$ cat src/rtl/rtcie_pkg.sv
package rtcie_pkg;
  // clock and timing figures in their own units
  localparam int unsigned CLK_HZ          = 200_000_000;     // system clock rate
  // times kept in nanoseconds so the long pulse still fits 32 bits
  localparam int unsigned CLK_PERIOD_NS   = 5;               // 5 ns
  localparam int unsigned PRESCALE_HZ     = 4_096;           // top stage of the prescaler chain
  localparam int unsigned HUND_HZ         = 100;             // hundredths rate
  localparam int unsigned PULSE_SHORT_NS  = 122_000;         // 122 us, timer clock select 00
  localparam int unsigned PULSE_LONG_NS   = 7_813_000;       // 7.813 ms, other selections
  // derived cycle counts; a longest time rounds down
  localparam int unsigned PULSE_SHORT_CYC = PULSE_SHORT_NS / CLK_PERIOD_NS;
  localparam int unsigned PULSE_LONG_CYC  = PULSE_LONG_NS / CLK_PERIOD_NS;
  localparam int unsigned PRESCALE_DIV    = CLK_HZ / PRESCALE_HZ;
  localparam int unsigned HUND_DIV        = CLK_HZ / HUND_HZ;
  localparam int unsigned CNT_W           = 21;              // wide enough for every divider
  localparam int unsigned CHAIN_W         = 12;              // 4096 Hz down to 1 Hz
  localparam logic [7:0]  HUND_LAST       = 8'h63;           // 99

  // register byte addresses
  localparam int unsigned ADDR_W          = 5;
  localparam logic [4:0]  OFS_CTRL        = 5'h00;
  localparam logic [4:0]  OFS_CFG         = 5'h04;
  localparam logic [4:0]  OFS_FLAGS       = 5'h08;
  localparam logic [4:0]  OFS_IRQ_STAT    = 5'h0c;
  localparam logic [4:0]  OFS_IRQ_MASK    = 5'h10;
  localparam logic [4:0]  OFS_STATE       = 5'h14;

  // control register field positions
  localparam int unsigned CTRL_STOP       = 0;
  localparam int unsigned CTRL_GP         = 1;
  localparam int unsigned CTRL_EXT_IE     = 2;
  localparam int unsigned CTRL_ALM_IE     = 3;
  localparam int unsigned CTRL_TMR_IE     = 4;
  // config register field positions
  localparam int unsigned CFG_DLY         = 0;
  localparam int unsigned CFG_TSEL_LO     = 1;
  // flag and interrupt bit positions
  localparam int unsigned FLG_EXT         = 0;
  localparam int unsigned FLG_ALM         = 1;
  localparam int unsigned EV_EXT          = 0;
  localparam int unsigned EV_ALM          = 1;
  localparam int unsigned EV_TMR          = 2;
  localparam int unsigned EV_N            = 3;
  // state register field positions
  localparam int unsigned ST_HUND_LO      = 0;
  localparam int unsigned ST_CHAIN_LO     = 8;

  // reset values
  localparam logic [4:0]  CTRL_RST        = 5'h00;
  localparam logic [2:0]  CFG_RST         = 3'h0;
  localparam logic [2:0]  MASK_RST        = 3'h0;

  // avalon slave request
  typedef struct packed {
    logic [ADDR_W-1:0] address;
    logic              read;
    logic              write;
    logic [31:0]       writedata;
    logic [3:0]        byteenable;
  } rtcie_avs_req_s;

  // whole block state
  typedef struct packed {
    logic [4:0]         ctrl;      // stop, gp, enables
    logic [2:0]         cfg;       // delay enable, timer clock select
    logic [1:0]         flags;     // alarm and external event flags
    logic [EV_N-1:0]    irq_stat;  // sticky, read clears
    logic [EV_N-1:0]    irq_mask;
    logic [CNT_W-1:0]   div_cnt;   // 4096 Hz divider
    logic [CHAIN_W-1:0] chain_cnt; // 4096 Hz .. 1 Hz stages
    logic [CNT_W-1:0]   hund_div;
    logic [7:0]         hund_cnt;
    logic               tick_4k;
    logic               upd_pend;  // latched 1 Hz update
    logic               upd_pulse;
    logic [CNT_W-1:0]   tmr_cnt;   // timer pin pulse remaining
    logic               int_oe;
    logic               ack;
    logic [31:0]        rdata;
  } rtcie_state_s;
endpackage : rtcie_pkg

$ cat src/rtl/rtcie_core.sv
`timescale 1ns/1ps
module rtcie_core #(
  parameter int unsigned PULSE_SHORT_CYC = rtcie_pkg::PULSE_SHORT_CYC,
  parameter int unsigned PULSE_LONG_CYC  = rtcie_pkg::PULSE_LONG_CYC,
  parameter int unsigned PRESCALE_DIV    = rtcie_pkg::PRESCALE_DIV,
  parameter int unsigned HUND_DIV        = rtcie_pkg::HUND_DIV
) (
  input  wire logic                          clk_sys_in,
  input  wire logic                          rst_n_in,
  input  wire logic [rtcie_pkg::ADDR_W-1:0]  avs_address_in,
  input  wire logic                          avs_read_in,
  input  wire logic                          avs_write_in,
  input  wire logic [31:0]                   avs_writedata_in,
  input  wire logic [3:0]                    avs_byteenable_in,
  output logic      [31:0]                   avs_readdata_out,
  output logic                               avs_waitrequest_out,
  input  wire logic                          countdown_event_in,
  input  wire logic                          alarm_match_in,
  input  wire logic                          ext_event_in,
  input  wire logic                          clock_output_on_in,
  input  wire logic                          update_ready_in,
  output logic                               int_pin_out,
  output logic                               int_pin_oe_out,
  output logic                               irq_out,
  output logic                               time_update_out,
  output logic                               timer_clk_en_out,
  output logic                               clock_output_pin_run_out,
  output logic                               alarm_match_en_out,
  output logic                               evi_filter_en_out,
  output logic                               temp_run_out,
  output logic                               general_purpose_out,
  output logic      [7:0]                    hundredths_out
);

  localparam int unsigned W      = rtcie_pkg::CNT_W;
  localparam int unsigned EV_N_C = rtcie_pkg::EV_N - 1;   // top index of the event vector
  localparam int unsigned CW     = rtcie_pkg::CHAIN_W;    // prescaler chain width

  // refuse counts the counters cannot hold
  if (PULSE_SHORT_CYC < 1 || PULSE_SHORT_CYC >= (1 << W) ||
      PULSE_LONG_CYC < 1 || PULSE_LONG_CYC >= (1 << W) ||
      PRESCALE_DIV < 2 || PRESCALE_DIV >= (1 << W) ||
      HUND_DIV < 2 || HUND_DIV >= (1 << W)) begin : g_bad_param
    $error("rtcie_core: count parameter out of range");
  end

  // sized copies of the counts
  localparam logic [W-1:0] SHORT_C = W'(PULSE_SHORT_CYC);
  localparam logic [W-1:0] LONG_C  = W'(PULSE_LONG_CYC);
  localparam logic [W-1:0] PDIV_L  = W'(PRESCALE_DIV - 1);
  localparam logic [W-1:0] HDIV_L  = W'(HUND_DIV - 1);

  rtcie_pkg::rtcie_state_s   st_r;    // registered state
  rtcie_pkg::rtcie_state_s   st_nxt;  // next state
  rtcie_pkg::rtcie_avs_req_s req;     // bundled bus request

  logic            stop;      // stop bit
  logic            run;       // clock chain allowed to advance
  logic            tsel_zero; // short pulse selection
  logic            alm_set;   // alarm flag event
  logic            ext_set;   // external event flag event
  logic            tmr_act;   // timer pin pulse running
  logic            any_req;   // combined pin request
  logic            sel;       // access hits a mapped word
  logic [31:0]     rd_mux;    // read data before capture
  logic [EV_N_C:0] ev;        // events into sticky status

  assign req.address    = avs_address_in;
  assign req.read       = avs_read_in;
  assign req.write      = avs_write_in;
  assign req.writedata  = avs_writedata_in;
  assign req.byteenable = avs_byteenable_in;

  assign stop      = st_r.ctrl[rtcie_pkg::CTRL_STOP];
  assign run       = ~stop;
  assign tsel_zero = (st_r.cfg[rtcie_pkg::CFG_TSEL_LO +: 2] == 2'h0);
  // alarm matching is frozen with the calendar while stopped
  assign alm_set   = alarm_match_in & run;
  // external event still latches while stopped, time stamp is junk then
  assign ext_set   = ext_event_in;
  assign tmr_act   = (st_r.tmr_cnt != '0);

  // wired combination of the enabled requests
  assign any_req = (tmr_act & st_r.ctrl[rtcie_pkg::CTRL_TMR_IE]) |
                   (st_r.flags[rtcie_pkg::FLG_ALM] & st_r.ctrl[rtcie_pkg::CTRL_ALM_IE]) |
                   (st_r.flags[rtcie_pkg::FLG_EXT] & st_r.ctrl[rtcie_pkg::CTRL_EXT_IE]);

  // events that feed the interrupt status register
  assign ev[rtcie_pkg::EV_EXT] = ext_set;
  assign ev[rtcie_pkg::EV_ALM] = alm_set;
  assign ev[rtcie_pkg::EV_TMR] = countdown_event_in;

  // address decode
  always_comb begin
    sel    = 1'b1;
    rd_mux = 32'h0000_0000;
    unique case (req.address)
      rtcie_pkg::OFS_CTRL:     rd_mux[4:0]  = st_r.ctrl;
      rtcie_pkg::OFS_CFG:      rd_mux[2:0]  = st_r.cfg;
      rtcie_pkg::OFS_FLAGS:    rd_mux[1:0]  = st_r.flags;
      rtcie_pkg::OFS_IRQ_STAT: rd_mux[2:0]  = st_r.irq_stat;
      rtcie_pkg::OFS_IRQ_MASK: rd_mux[2:0]  = st_r.irq_mask;
      rtcie_pkg::OFS_STATE: begin
        rd_mux[rtcie_pkg::ST_HUND_LO +: 8]                   = st_r.hund_cnt;
        rd_mux[rtcie_pkg::ST_CHAIN_LO +: rtcie_pkg::CHAIN_W] = st_r.chain_cnt;
      end
      default:                 sel          = 1'b0; // unmapped reads zero
    endcase
  end

  // next-state logic for the whole block
  always_comb begin
    logic acc_wr;           // write taken at this edge
    logic acc_rd;           // read taken at this edge
    logic [EV_N_C:0] rclr;  // status bits read out now
    logic [1:0] fclr;       // flags written one
    logic wrap_4k;          // prescaler divider wraps
    logic wrap_1hz;         // chain wraps, 1 Hz update due
    acc_wr   = req.write & st_r.ack & sel & req.byteenable[0];
    acc_rd   = req.read & st_r.ack;
    rclr     = '0;
    fclr     = 2'h0;
    wrap_4k  = 1'b0;
    wrap_1hz = 1'b0;
    st_nxt   = st_r;

    // bus handshake: one wait cycle, data captured before the answer
    st_nxt.ack = (req.read | req.write) & ~st_r.ack;
    if ((req.read | req.write) & ~st_r.ack) begin
      st_nxt.rdata = req.read ? rd_mux : 32'h0000_0000;
    end
    // read clears exactly the status bits returned
    if (acc_rd && req.address == rtcie_pkg::OFS_IRQ_STAT) begin
      rclr = st_r.rdata[EV_N_C:0];
    end

    // register writes
    if (acc_wr) begin
      unique case (req.address)
        rtcie_pkg::OFS_CTRL:     st_nxt.ctrl     = req.writedata[4:0];
        rtcie_pkg::OFS_CFG:      st_nxt.cfg      = req.writedata[2:0];
        rtcie_pkg::OFS_FLAGS:    fclr            = req.writedata[1:0];
        rtcie_pkg::OFS_IRQ_MASK: st_nxt.irq_mask = req.writedata[EV_N_C:0];
        default: begin
          // read-only words ignore writes
        end
      endcase
    end

    // flags: write one clears, a same-cycle event wins
    st_nxt.flags = st_r.flags & ~fclr;
    if (alm_set) begin
      st_nxt.flags[rtcie_pkg::FLG_ALM] = 1'b1;
    end
    if (ext_set) begin
      st_nxt.flags[rtcie_pkg::FLG_EXT] = 1'b1;
    end
    // sticky status, set wins over the read clear
    st_nxt.irq_stat = (st_r.irq_stat & ~rclr) | ev;

    // prescaler chain and hundredths only advance while running
    st_nxt.tick_4k = 1'b0;
    if (stop) begin
      st_nxt.div_cnt   = '0;
      st_nxt.chain_cnt = '0;
      st_nxt.hund_div  = '0;
      st_nxt.hund_cnt  = 8'h00;
      st_nxt.upd_pend  = 1'b0;
    end else begin
      wrap_4k        = (st_r.div_cnt == PDIV_L);
      st_nxt.div_cnt = wrap_4k ? '0 : st_r.div_cnt + W'(1);
      st_nxt.tick_4k = wrap_4k;
      if (wrap_4k) begin
        wrap_1hz         = (st_r.chain_cnt == '1);
        st_nxt.chain_cnt = st_r.chain_cnt + CW'(1);
      end
      if (st_r.hund_div == HDIV_L) begin
        st_nxt.hund_div = '0;
        st_nxt.hund_cnt = (st_r.hund_cnt == rtcie_pkg::HUND_LAST) ? 8'h00 : st_r.hund_cnt + 8'h01;
      end else begin
        st_nxt.hund_div = st_r.hund_div + W'(1);
      end
      // update waits for the time counters to accept it
      if (wrap_1hz) begin
        st_nxt.upd_pend = 1'b1;
      end else if (st_r.upd_pend & update_ready_in) begin
        st_nxt.upd_pend = 1'b0;
      end
    end
    // stale update never escapes once stop is set
    st_nxt.upd_pulse = run & st_r.upd_pend & update_ready_in;

    // timer pin pulse: load on event, count down, cancel on disable
    if (!st_r.ctrl[rtcie_pkg::CTRL_TMR_IE]) begin
      st_nxt.tmr_cnt = '0;
    end else if (countdown_event_in) begin
      st_nxt.tmr_cnt = tsel_zero ? SHORT_C : LONG_C;
    end else if (tmr_act) begin
      st_nxt.tmr_cnt = st_r.tmr_cnt - W'(1);
    end

    // pin drive, optionally held off until the clock output is on
    st_nxt.int_oe = any_req & (~st_r.cfg[rtcie_pkg::CFG_DLY] | clock_output_on_in);
  end

  // state register
  always_ff @(posedge clk_sys_in or negedge rst_n_in) begin
    if (!rst_n_in) begin
      st_r          <= '0;
      st_r.ctrl     <= rtcie_pkg::CTRL_RST;
      st_r.cfg      <= rtcie_pkg::CFG_RST;
      st_r.irq_mask <= rtcie_pkg::MASK_RST;
    end else begin
      st_r <= st_nxt;
    end
  end

  // outputs
  assign avs_waitrequest_out = (req.read | req.write) & ~st_r.ack;
  assign avs_readdata_out    = st_r.rdata;
  // open-drain pin only ever pulls low
  assign int_pin_out         = 1'b0;
  assign int_pin_oe_out      = st_r.int_oe;
  assign irq_out             = |(st_r.irq_stat & st_r.irq_mask);
  assign time_update_out     = st_r.upd_pulse;
  // frozen functions follow the registered stop bit; the registered timer tick stops one cycle after it
  assign timer_clk_en_out    = st_r.tick_4k;
  assign clock_output_pin_run_out      = run;
  assign alarm_match_en_out  = run;
  assign evi_filter_en_out   = run;
  assign temp_run_out        = run;
  assign general_purpose_out = st_r.ctrl[rtcie_pkg::CTRL_GP];
  assign hundredths_out      = st_r.hund_cnt;

endmodule : rtcie_core

$ cat config.mk
export PLATFORM = sky130hd
export DESIGN_NAME = rtcie_core
export DESIGN_NICKNAME = d
export VERILOG_FILES = /design/src/rtl/rtcie_pkg.sv /design/src/rtl/rtcie_core.sv
export SDC_FILE = /design/constraint.sdc
export NUM_CORES = 1
export LEC_CHECK = 0
export BUFFER_PORTS_ARGS = -buffer_cell sky130_fd_sc_hd__buf_2
export CORE_UTILIZATION = 30
export CTS_BUF_LIST = sky130_fd_sc_hd__clkbuf_2 sky130_fd_sc_hd__clkbuf_4 sky130_fd_sc_hd__clkbuf_8
export DETAILED_ROUTE_END_ITERATION = 12
export HOLD_SLACK_MARGIN = 0.03
export PLACE_DENSITY = 0.5
export SLEW_MARGIN = 25
export SYNTH_ARGS = -nofsm -noshare
export SYNTH_HDL_FRONTEND = slang
export SYNTH_SLANG_ARGS = --single-unit
$ cat constraint.sdc
create_clock -name clk_sys_in -period 3.8 [get_ports clk_sys_in]
set_clock_uncertainty 0.1 [all_clocks]
set_input_delay 1.14 -clock clk_sys_in [delete_from_list [all_inputs] [get_ports clk_sys_in]]
set_output_delay 1.14 -clock clk_sys_in [all_outputs]
set_load 0.01 [all_outputs]
==> results of run 1 <==
## stage by stage
step           instance area, um2  utilization
2_1_floorplan                6391            -
4_1_cts                      7151       0.3489
3_3_place_gp                 6700       0.3269
5_1_grt                      7151       0.3489
3_5_place_dp                 6700       0.3269
6_report                     7151       0.3489
## routing by layer
metal	track usage	vias up
met3	0.03951	12
met2	0.2229	86
li1	-	2228
met5	0	-
met4	0.04175	0
met1	0.1846	2274
## flip-flops by register name, indices dropped and copies added, names as in the netlist
signal,cells
int_pin_oe_out,1
avs_readdata_out,20
hundredths_out,8
timer_clk_en_out,1
time_update_out,1
st_r,92
general_purpose_out,1
## final timing paths
| check | from | endpoint | slack [ps] | cells past startpoint |
|---|---|---|---|---|
| setup / recovery | avs_read_in | avs_waitrequest_out | 960 | 4 |
| hold / removal | avs_readdata_out[4] | avs_readdata_out[4] | 400 | 2 |
| setup reg to reg | st_r[43] | st_r[53] | 1190 | 6 |
| hold reg to reg | avs_readdata_out[4] | avs_readdata_out[4] | 400 | 2 |
| max in group asynchronous | rst_n_in | st_r[102] | 2220 | 2 |
| min in group asynchronous | rst_n_in | st_r[36] | 620 | 1 |
## synthesized netlist by cell type (3+ instances only)
library cell	instances	area share
sky130_fd_sc_hd__dfrtp_1	124	0.49
sky130_fd_sc_hd__nor2_1	81	0.048
sky130_fd_sc_hd__buf_4	45	0.053
sky130_fd_sc_hd__nand2_1	44	0.026
sky130_fd_sc_hd__xor2_1	35	0.048
sky130_fd_sc_hd__nand3_1	33	0.026
sky130_fd_sc_hd__xnor2_1	25	0.035
sky130_fd_sc_hd__inv_1	18	0.011
sky130_fd_sc_hd__nand4_1	18	0.018
sky130_fd_sc_hd__and3_1	17	0.017
sky130_fd_sc_hd__o21ai_0	17	0.013
sky130_fd_sc_hd__a22o_1	16	0.022
sky130_fd_sc_hd__clkbuf_1	14	0.0083
sky130_fd_sc_hd__nor3_1	14	0.011
sky130_fd_sc_hd__mux2_2	13	0.023
sky130_fd_sc_hd__o21a_1	10	0.012
sky130_fd_sc_hd__nor4_1	9	0.0089
sky130_fd_sc_hd__nor2b_1	8	0.0079
sky130_fd_sc_hd__or3_1	8	0.0079
sky130_fd_sc_hd__a21oi_1	7	0.0055
sky130_fd_sc_hd__a21o_1	6	0.0071
sky130_fd_sc_hd__ha_1	6	0.012
sky130_fd_sc_hd__a222oi_1	5	0.0079
sky130_fd_sc_hd__and4_1	4	0.0055
sky130_fd_sc_hd__mux2i_1	4	0.0063
sky130_fd_sc_hd__nand2b_1	4	0.0039
sky130_fd_sc_hd__nand3b_1	4	0.0047
sky130_fd_sc_hd__a211oi_1	3	0.0035
sky130_fd_sc_hd__nor3b_1	3	0.0035
sky130_fd_sc_hd__o31ai_1	3	0.0035
## cell families (layout without fill, tap and decap cells)
| kind of cell | count (synthesis) | after routing | synth area share |
|---|---|---|---|
| other cells | 1 | 13 | 0.0005909 |
| xor+xnor | 60 | 60 | 0.08281 |
| buf+inv | 80 | 117 | 0.07433 |
| fa+ha+maj | 6 | 6 | 0.01183 |
| compound gates | 80 | 80 | 0.09207 |
| simple gates | 264 | 264 | 0.2165 |
| mux | 18 | 18 | 0.03293 |
| flops | 124 | 124 | 0.4890 |
## critical path, cell delays in order
cell and delay (ps):
sky130_fd_sc_hd__buf_2 120, sky130_fd_sc_hd__o21bai_2 140, sky130_fd_sc_hd__inv_1 70, sky130_fd_sc_hd__buf_2 140
## where the power goes
| part | total, uW | internal (uW) | switching [uW] |
|---|---|---|---|
| sequential | 1520 | 1410 | 104 |
| combinational | 661 | 284 | 377 |
| clock | 1310 | 754 | 552 |
## layout by cell type, fill, tap and decap left out, types with 13 or more instances in the layout
| cell | instances |
|---|---|
| sky130_fd_sc_hd__nand2_1 | 44 |
| sky130_fd_sc_hd__o21ai_0 | 17 |
| sky130_fd_sc_hd__inv_1 | 18 |
| sky130_fd_sc_hd__dfrtp_1 | 124 |
| sky130_fd_sc_hd__conb_1 | 13 |
| sky130_fd_sc_hd__buf_2 | 56 |
| sky130_fd_sc_hd__a22o_1 | 16 |
| sky130_fd_sc_hd__nor2_1 | 81 |
| sky130_fd_sc_hd__nor3_1 | 14 |
| sky130_fd_sc_hd__xnor2_1 | 25 |
| sky130_fd_sc_hd__nand4_1 | 18 |
| sky130_fd_sc_hd__clkbuf_8 | 19 |
| sky130_fd_sc_hd__mux2_2 | 13 |
| sky130_fd_sc_hd__nand3_1 | 33 |
| sky130_fd_sc_hd__xor2_1 | 35 |
| sky130_fd_sc_hd__and3_1 | 17 |
## layout make-up
type,count,area [um2]
fillers,2101,13340
flip-flops and latches,124,3103
multi-input cells,441,2820
repair buffers,66,367.9
well taps,270,337.8
clock buffers,19,261.5
clock inverters,13,188.9
inverters,19,71.32
==> run summary, run 1 <==
POWER AND IR DROP
----------------------------------------------------------------------------------------
Pwr per Cell Area                                                           487.2 mW/mm2
Leakage dissipation                                                          0.003417 uW
Design Power                                                                     3483 uW
Maximum vdd drop                                                             0.0001878 V

LOGIC SYNTHESIS
----------------------------------------------------------------------------------------
Yosys warns                                                                            0
Post-synthesis cell area                                                    0.006346 mm2
Average cell area after synthesis                                              10.03 um2
Synthesized instance count                                                           633
Commonest register cell after synthesis                                     sky130_fd_sc_hd__dfrtp_1
Count of flip-flops with a built-in enable after synthesis                             0
Number of synthesized register bits                                                  124
Sequential-to-total area share from yosys stat                                    0.4890
Async set-reset flop share out of synthesis                                        1.000
Unique masters post-synth                                                             54

STA
----------------------------------------------------------------------------------------
Worst setup slack after layout                                                  955.1 ps
Final hold slack                                                                395.8 ps
RSZ-0062 raised after global routing                                               false
Final setup fails                                                                      0
Final period utilization                                                          0.7487
Min Tclk post-route                                                              2845 ps
Final Hold Violating Endpoints                                                         0
Slew at the pin closest to its max-slew limit                                   718.6 ps
Final Max Slew Viols                                                                   0
Highest clock rate                                                            0.3515 GHz
Slew headroom                                                                     0.5165
Final-layout setup total negative slack                                             0 ps

CTS
----------------------------------------------------------------------------------------
H-tree level count                                                                     4
CTS Buf Count                                                                         17
TritonCTS clock tree                                                                done
Clock latency reported for the late side of the worst-skew pair                   440 ps
Clk pin slew, worst setup/hold paths                                               70 ps
Setup bufs post-CTS                                                                    0
Max Buffers Root-to-Sink                                                               2
Hold buffer count at cts                                                               0
Clock tree root buffer cell                                                 sky130_fd_sc_hd__clkbuf_8
Post-cts sizing count                                                                  0
# clock sinks                                                                        124

DETAILED ROUTING
----------------------------------------------------------------------------------------
Via density                                                                        4.832
Iter 0 DRT Violations                                                                242
DR WL met2                                                                      6.704 mm
TritonRoute pass-1 iters                                                               6
Wire length the detailed router placed on met1                                  6.854 mm
Met3 WL                                                                           593 um
Drc violations                                                                         0
Top Layer Used                                                                      met4
WL/cell                                                                         14.98 um
Count of vias placed by the detailed router                                        4,600
WL final                                                                        14.26 mm
Remaining number of nets flagged by the antenna check after routing                    0

DIE
----------------------------------------------------------------------------------------
Die Footprint                                                                0.02174 mm2
Die span in x                                                                   147.4 um
Area of the core                                                             0.02049 mm2
Number of placement rows                                                              52
Die height                                                                      147.4 um
I/O pins                                                                             101
Effective utilization at floorplan                                                0.3096

GRT
----------------------------------------------------------------------------------------
Via count of the first global-routing pass                                         4,633
Wire length of the first global-routing pass                                    23.79 mm
Gr ovfl total                                                                          0
Combined global-route utilization of all metal layers                             0.1400
Number of antenna violations at the first check in global routing                      0
Pin count of the biggest net entering global routing                                  63

JOB
----------------------------------------------------------------------------------------
MaxCap Viol Count                                                                      0

WORST SETUP PATH
----------------------------------------------------------------------------------------
Kind of critical path                                                             in2out
Endpoint type of the worst setup path                                         output pin
Data arrival time of the critical path                                           1600 ps
Worst-path fanout max                                                                  3
CP Data Required Time                                                            2560 ps
Type of origin of the critical path                                           input port

FINAL LAYOUT
----------------------------------------------------------------------------------------
Area growth syn-to-layout                                                         12.68%
Final standard cell count with taps included and fillers excluded                    952
Number of nets in the finished design                                                725
Diode insertion count for antenna repair                                               0
Fraction of layout instances using a drive strength above 1                       0.1848

PLACED DESIGN
----------------------------------------------------------------------------------------
Input/output buffers                                                                  57
Number of cells in the design after placement                                        920
Worst-case setup slack after placement                                          954.0 ps
Weighted congestion at the end of routability-driven global placement             0.8457
Total half-perimeter wirelength after legalization and detailed placement       9.908 mm

OUTCOME
----------------------------------------------------------------------------------------
Status                                                                      finished clean

WORST HOLD PATH
----------------------------------------------------------------------------------------
Path category of the worst min-delay check                                       reg2reg

Power figures use the tool's default switching activity.
==> run 2, diff against run 1 <==
- clock period: 3.8 -> 2.9 ns (I/O delays scaled with it)
==> run 2 against run 1 <==
Net effect:
- first-iteration DRC count fell by 19%
- sequential power rose by 31%
- flip-flop and latch count did not move
==> run summary, run 2 (synthesized netlist as in run 1, its figures left out) <==
CTS
----------------------------------------------------------------------------------------
Max Buffers Root-to-Sink                                                               2   unchanged
H-tree level count                                                                     4   unchanged
Post-cts sizing count                                                                  0   unchanged
# clock sinks                                                                        124   unchanged
Setup bufs post-CTS                                                                    0   unchanged
Clock latency reported for the late side of the worst-skew pair                   440 ps   about the same
Clk pin slew, worst setup/hold paths                                               70 ps   about the same
Clock tree root buffer cell                                                 sky130_fd_sc_hd__clkbuf_8
TritonCTS clock tree                                                                done
Hold buffer count at cts                                                               0   unchanged
CTS Buf Count                                                                         17   unchanged

PLACED DESIGN
----------------------------------------------------------------------------------------
Weighted congestion at the end of routability-driven global placement             0.8185   -3.2%
Input/output buffers                                                                  57   unchanged
Total half-perimeter wirelength after legalization and detailed placement       10.05 mm   +1.4%

DETAILED ROUTING
----------------------------------------------------------------------------------------
Drc violations                                                                         0   unchanged
TritonRoute pass-1 iters                                                               6   unchanged
WL/cell                                                                         15.02 um   +0.31%
WL final                                                                        14.35 mm   +0.62%
Count of vias placed by the detailed router                                        4,691   +2.0%
Via density                                                                        4.912   +1.7%
Remaining number of nets flagged by the antenna check after routing                    0   unchanged
Iter 0 DRT Violations                                                                195   -19%

DIE
----------------------------------------------------------------------------------------
Effective utilization at floorplan                                                0.3096   unchanged
Die span in x                                                                   147.4 um   unchanged
Die height                                                                      147.4 um   unchanged
Die Footprint                                                                0.02174 mm2   unchanged
Area of the core                                                             0.02049 mm2   unchanged
I/O pins                                                                             101   unchanged
Number of placement rows                                                              52   unchanged

STA
----------------------------------------------------------------------------------------
Slew headroom                                                                     0.5100   -0.006486
Final period utilization                                                          0.8321
Final Hold Violating Endpoints                                                         0   unchanged
Min Tclk post-route                                                              2413 ps
Slew at the pin closest to its max-slew limit                                   728.2 ps   +9.640 ps
Highest clock rate                                                            0.4144 GHz
Final hold slack                                                                167.0 ps   -228.8 ps
RSZ-0062 raised after global routing                                               false
Final-layout setup total negative slack                                             0 ps   unchanged
Final Max Slew Viols                                                                   0   unchanged
Final setup fails                                                                      0   unchanged

GRT
----------------------------------------------------------------------------------------
Wire length of the first global-routing pass                                    24.45 mm   +2.8%
Via count of the first global-routing pass                                         4,774   +3.0%
Pin count of the biggest net entering global routing                                  63   unchanged
Combined global-route utilization of all metal layers                             0.1426   +0.002603
Number of antenna violations at the first check in global routing                      0   unchanged
Gr ovfl total                                                                          0   unchanged

POWER AND IR DROP
----------------------------------------------------------------------------------------
Design Power                                                                     4378 uW   +26%
Leakage dissipation                                                          0.003422 uW   +0.16%
Maximum vdd drop                                                             0.0002817 V   +50%
Pwr per Cell Area                                                           614.4 mW/mm2   +26%

WORST SETUP PATH
----------------------------------------------------------------------------------------
Kind of critical path                                                            reg2reg
Delay of the slowest critical-path stage                                          570 ps   +430 ps
Type of origin of the critical path                                            flip-flop
CP Data Required Time                                                            3170 ps   +610 ps
Top cell family by delay on the critical path                               simple AND/OR/NAND/NOR gates
Data arrival time of the critical path                                           2680 ps   +1080 ps
CP max stage cell                                                           sky130_fd_sc_hd__or4b_4
Worst-path fanout max                                                                  8   +5
Count of buffering cells on the critical path with inverters included                  0   -3
Ordered cell list for the critical path                                     or4b_4, nor4_4, nand2_1, or3_1, a21oi_1
Endpoint type of the worst setup path                                          flip-flop

JOB
----------------------------------------------------------------------------------------
MaxCap Viol Count                                                                      0   unchanged

FINAL LAYOUT
----------------------------------------------------------------------------------------
Area growth syn-to-layout                                                         12.30%
Filler cells                                                                       2,088   -0.62%
Most frequent standard cell in the layout excluding fill and tap cells      sky130_fd_sc_hd__dfrtp_1
Diode insertion count for antenna repair                                               0   unchanged
Number of nets in the finished design                                                729   +0.55%
Fraction of layout instances using a drive strength above 1                       0.1883   +0.003570
Commonest cells after routing, fill and taps aside                          124 x sky130_fd_sc_hd__dfrtp_1, 81 x sky130_fd_sc_hd__nor2_1, 56 x sky130_fd_sc_hd__buf_2
Register with the highest flop count                                                st_r
Max reg flops                                                                         92   unchanged

OUTCOME
----------------------------------------------------------------------------------------
Status                                                                      finished clean

WORST HOLD PATH
----------------------------------------------------------------------------------------
Path category of the worst min-delay check                                      in2async

==> run 2: cell types whose count changed in the layout (fill, tap and decap cells not counted), sizes merged <==
cell / change
buf: +4
bufinv: -2
clkbuf: +4
clkinvlp: -1
inv: -2
==> run 2: final timing paths <==
path	end	cells past startpoint	startpoint	slack, ps
worst max register to register	st_r[96]	5	st_r[107]	490
worst min register to register	st_r[99]	1	st_r[99]	400
max in group asynchronous	st_r[74]	2	rst_n_in	1960
min in group clk_sys_in	st_r[99]	1	st_r[99]	400
worst min-delay path	st_r[54]	1	rst_n_in	170
worst max-delay path	st_r[96]	5	st_r[107]	490
==> run 2: power breakdown <==
part	switching, uW	internal [uW]	total [uW]	leakage (uW)
sequential	137	1850	1990	0.00168
clock	675	835	1510	0.000203
combinational	497	383	880	0.00154
total	1310	3070	4380	0.00342
==> run 2: worst reg2reg max path, stage by stage (launching register included) <==
cell,delay [ps]
sky130_fd_sc_hd__dfrtp_1,440
sky130_fd_sc_hd__or4b_4,570
sky130_fd_sc_hd__nor4_4,440
sky130_fd_sc_hd__nand2_1,250
sky130_fd_sc_hd__or3_1,390
sky130_fd_sc_hd__a21oi_1,150
==> run 2: final cells by class <==
class / count / area (um2) / share of cell area
clock buffer: 23 / 291.5 / 0.04091
clock inverter: 8 / 92.59 / 0.01299
inverter: 19 / 71.32 / 0.01001
multi-input combinational: 441 / 2820 / 0.3957
sequential: 124 / 3103 / 0.4354
tap: 270 / 337.8 / 0.04740
timing repair buffer: 70 / 410.4 / 0.05758
==> run 2: metal layers <==
| metal | share of wire | GRT usage | wire length, um | vias up |
|---|---|---|---|---|
| li1 | - | - | - | 2236 |
| met1 | 0.48 | 0.1889 | 6857 | 2341 |
| met2 | 0.47 | 0.2283 | 6752 | 108 |
| met3 | 0.046 | 0.03981 | 657 | 6 |
| met4 | 0.0054 | 0.03814 | 78 | 0 |
| met5 | 0 | 0 | 0 | - |
==> run 2: metrics by stage <==
step,worst slack (ps),instance area (um2),util,std cells
2_1_floorplan,467.6,6391,-,645
3_3_place_gp,469.3,6743,0.3290,924
3_5_place_dp,445.5,6743,0.3290,924
4_1_cts,469.4,7127,0.3477,955
5_1_grt,258.5,7127,0.3477,955
6_report,486.9,7127,0.3477,955
==> run 3, diff against run 2 <==
- ABC_AREA: not set -> 1
- PLACE_DENSITY: 0.5 -> 0.49
- clock period: 2.9 -> 2.4 ns (I/O delays scaled with it)
==> run 3 against run 2 <==
Net effect:
- synthesized area is 11% higher
- highest routed layer unchanged
- largest cell class is now multi-input combinational cells
- register-to-register slack improved by 130 ps
- flip-flop and latch count is the same
- cell area rose by 12%
- clock power grew 44%
- count of clock-buffer cells in the layout shrank 5
- utilization grew 0.17 points
- global-route usage increased by 1.3 points
- combinational power decreased by 57%
- synthesized cell count increased by 52%
==> run summary, run 3 <==
STA
----------------------------------------------------------------------------------------
Highest clock rate                                                            0.4707 GHz
Final Max Slew Viols                                                                   0   unchanged
RSZ-0062 raised after global routing                                               false
Final hold slack                                                                99.28 ps   -67.72 ps
Final Hold Violating Endpoints                                                         0   unchanged
Final-layout setup total negative slack                                             0 ps   unchanged
Min Tclk post-route                                                              2125 ps
Slew at the pin closest to its max-slew limit                                   636.1 ps   -92.16 ps
Final period utilization                                                          0.8853
Slew headroom                                                                     0.5755   +0.06545
Final setup fails                                                                      0   unchanged

POWER AND IR DROP
----------------------------------------------------------------------------------------
Seq pwr share                                                                      0.464   +0.010
Pwr per Cell Area                                                           596.1 mW/mm2   -3.0%
Switching power of the nets                                                      1229 uW   -6.1%
Sw Share                                                                          0.2583   -0.04069
Internal Power                                                                   3530 uW   +15%
Design Power                                                                     4759 uW   +8.7%
Fraction of power consumed by the clock network                                    0.456   +0.111
Maximum vdd drop                                                             0.0002979 V   +5.8%
Logic gate share of total power                                                    0.080   -0.121
Leakage dissipation                                                          0.003642 uW   +6.4%

CTS
----------------------------------------------------------------------------------------
Clock latency reported for the late side of the worst-skew pair                   450 ps   about the same
Clk pin slew, worst setup/hold paths                                               80 ps   about the same
Hold buffer count at cts                                                               0   unchanged
H-tree level count                                                                     4   unchanged
CTS Buf Count                                                                         17   unchanged
# clock sinks                                                                        124   unchanged
TritonCTS clock tree                                                                done
Clock tree root buffer cell                                                 sky130_fd_sc_hd__clkbuf_8
Max Buffers Root-to-Sink                                                               2   unchanged
Setup bufs post-CTS                                                                    0   unchanged
Post-cts sizing count                                                                  0   unchanged

FINAL LAYOUT
----------------------------------------------------------------------------------------
Area used by sequential logic in the layout                                 0.003103 mm2   unchanged
Max reg flops                                                                         92   unchanged
Most frequent standard cell in the layout excluding fill and tap cells      sky130_fd_sc_hd__nand2_1
Total area of multi-input combinational cells                               0.003263 mm2   +16%
Diode insertion count for antenna repair                                               0   unchanged
Filler cells                                                                       2,480   +19%
Fraction of layout instances using a drive strength above 1                       0.1281   -0.06024
Final design area excluding fillers                                         0.007984 mm2   +12%
Register with the highest flop count                                                st_r
Final standard cell count with taps included and fillers excluded                  1,328   +39%
Commonest cells after routing, fill and taps aside                          240 x sky130_fd_sc_hd__nand2_1, 175 x sky130_fd_sc_hd__nor2_1, 124 x sky130_fd_sc_hd__dfrtp_1
Number of nets in the finished design                                              1,058   +45%
Area growth syn-to-layout                                                         12.96%

WORST SETUP PATH
----------------------------------------------------------------------------------------
Type of origin of the critical path                                            flip-flop
Kind of critical path                                                            reg2out
CP Data Required Time                                                            1580 ps   -1590 ps
Worst Reg2Reg Path Length in Cells                                                     7   +2
Worst-path fanout max                                                                  4   -4
Worst reg2reg startpoint                                                        st_r[34]
Data arrival time of the critical path                                           1300 ps   -1380 ps
Endpoint type of the worst setup path                                         output pin
Reg-to-Reg End                                                                  st_r[46]
Crit path from                                                                  st_r[32]
Critical path endpoint                                                      avs_waitrequest_out
Worst reg-to-reg setup slack                                                      620 ps   +130 ps

PLACED DESIGN
----------------------------------------------------------------------------------------
Number of cells in the design after placement                                      1,296   +40%
Weighted congestion at the end of routability-driven global placement             0.8209   +0.29%
Cell area reported after detailed placement                                 0.007517 mm2   +11%
Input/output buffers                                                                  57   unchanged
Total half-perimeter wirelength after legalization and detailed placement       13.10 mm   +30%

GRT
----------------------------------------------------------------------------------------
Pin count of the biggest net entering global routing                                  45   -29%
Wire length of the first global-routing pass                                    29.37 mm   +20%
GR met2 Demand/Resource                                                           0.2475   +0.01919
Combined global-route utilization of all metal layers                             0.1552   +0.01259
Number of antenna violations at the first check in global routing                      0   unchanged
Global routing usage on met1                                                      0.2062   +0.01739
Via count of the first global-routing pass                                         5,835   +22%
Gr ovfl total                                                                          0   unchanged
Top Usage Layer GRT                                                                 met2
Met3 GRT Util                                                                    0.04234   +0.002525

DETAILED ROUTING
----------------------------------------------------------------------------------------
Remaining number of nets flagged by the antenna check after routing                    0   unchanged
Via density                                                                        4.539   -7.6%
Iter 0 DRT Violations                                                                310   +59%
Count of vias placed by the detailed router                                        6,028   +29%
WL/cell                                                                         13.27 um   -12%
WL final                                                                        17.63 mm   +23%
Drc violations                                                                         0   unchanged
TritonRoute pass-1 iters                                                               5   -1

LOGIC SYNTHESIS
----------------------------------------------------------------------------------------
Cell types with the highest counts after synthesis                          240 x sky130_fd_sc_hd__nand2_1, 175 x sky130_fd_sc_hd__nor2_1, 124 x sky130_fd_sc_hd__dfrtp_1
Commonest register cell after synthesis                                     sky130_fd_sc_hd__dfrtp_1
Biggest area consumer among synthesized cells                               sky130_fd_sc_hd__dfrtp_1
Most frequently used cell type in the post-synthesis netlist                sky130_fd_sc_hd__nand2_1
Average cell area after synthesis                                              7.363 um2   -27%
Sequential-to-total area share from yosys stat                                    0.4390   -0.04994
Count of flip-flops with a built-in enable after synthesis                             0   unchanged
Async set-reset flop share out of synthesis                                        1.000   unchanged
Number of synthesized register bits                                                  124   unchanged
Share of Yosys cell area claimed by the top area cell type                        0.4390   -0.04994
Synthesized instance count                                                           960   +52%
Post-synthesis cell area                                                    0.007068 mm2   +11%
Unique masters post-synth                                                             34   -37%
Yosys warns                                                                            0   unchanged
Area contributors post-synth                                                sky130_fd_sc_hd__dfrtp_1 44%, sky130_fd_sc_hd__nand2_1 13%, sky130_fd_sc_hd__nor2_1 9.3%

DIE
----------------------------------------------------------------------------------------
Die height                                                                      155.5 um   +5.5%
I/O pins                                                                             101   unchanged
Effective utilization at floorplan                                                0.3094   about the same
Die span in x                                                                   155.5 um   +5.5%
Number of placement rows                                                              55   +5.8%
Die Footprint                                                                0.02418 mm2   +11%
Area of the core                                                             0.02285 mm2   +11%

WORST HOLD PATH
----------------------------------------------------------------------------------------
Path category of the worst min-delay check                                      in2async

OUTCOME
----------------------------------------------------------------------------------------
Status                                                                      finished clean

JOB
----------------------------------------------------------------------------------------
MaxCap Viol Count                                                                      0   unchanged

[run 3: cell count changes in the layout (fill, tap and decap cells not counted), sizes merged, moves of 14 or more]
cell and delta:
o21ai +31, and3 -17, xnor2 -18, nand4 +14
inv +74, nand2 +204, nor2 +108, a21oi +14
a22o -16, nand3 +42
[run 3: worst max-delay path, cell delays in order (launching register included)]
cell and delay (ps):
sky130_fd_sc_hd__dfrtp_1 450, sky130_fd_sc_hd__a21oi_1 230, sky130_fd_sc_hd__buf_2 180
[run 3: power groups by stage]
| stage | registers, uW | logic (uW) | clock network [uW] |
|---|---|---|---|
| floorplan | 2230 | 254 | 0 |
| global placement | 2250 | 391 | 0 |
| detailed placement | 2250 | 391 | 0 |
| CTS | 2200 | 392 | 2240 |
| global route | 2210 | 443 | 2330 |
| finish | 2210 | 381 | 2170 |
[run 3: layer usage]
metal / routed length, um / vias to the layer above
met5: 0 / -
met4: 160 / 0
met3: 661 / 14
met1: 8724 / 2835
met2: 8078 / 89
li1: - / 3090
[run 3: metrics by stage]
step | setup slack [ps] | utilization
after floorplan | 375.4 | -
after CTS | 246.4 | 0.3495
after global routing | 177.5 | 0.3495
final | 275.4 | 0.3495
after detailed placement | 305.1 | 0.3290
after global placement | 296.3 | 0.3290
[run 3: final cells by class]
class                           count  area share
Inverter                           92     0.04325
Tap cell                          313     0.04905
Clock buffer                       18     0.03103
Multi-Input combinational cell    697      0.4087
Clock inverter                     14     0.02743
Sequential cell                   124      0.3887
Timing Repair Buffer               70     0.05187
[run 3: worst min path at each step]
stage	start	endpoint	slack, ps	cells past startpoint
floorplan	rst_n_in	avs_readdata_out[0]	320	0
global placement	avs_readdata_out[11]	avs_readdata_out[11]	370	2
detailed placement	avs_readdata_out[13]	avs_readdata_out[13]	370	2
CTS	rst_n_in	st_r[52]	100	1
global route	rst_n_in	st_r[42]	90	1
finish	rst_n_in	st_r[51]	100	1
[run 3: kinds of logic after synthesis]
| logic type | Yosys count | share of synthesized area |
|---|---|---|
| simple gates | 576 | 0.3553 |
| other cells | 1 | 0.0005306 |
| fa+ha+maj | 6 | 0.01062 |
| compound gates | 73 | 0.05293 |
| flops | 124 | 0.4390 |
| xor+xnor | 29 | 0.03594 |
| buf+inv | 151 | 0.1057 |
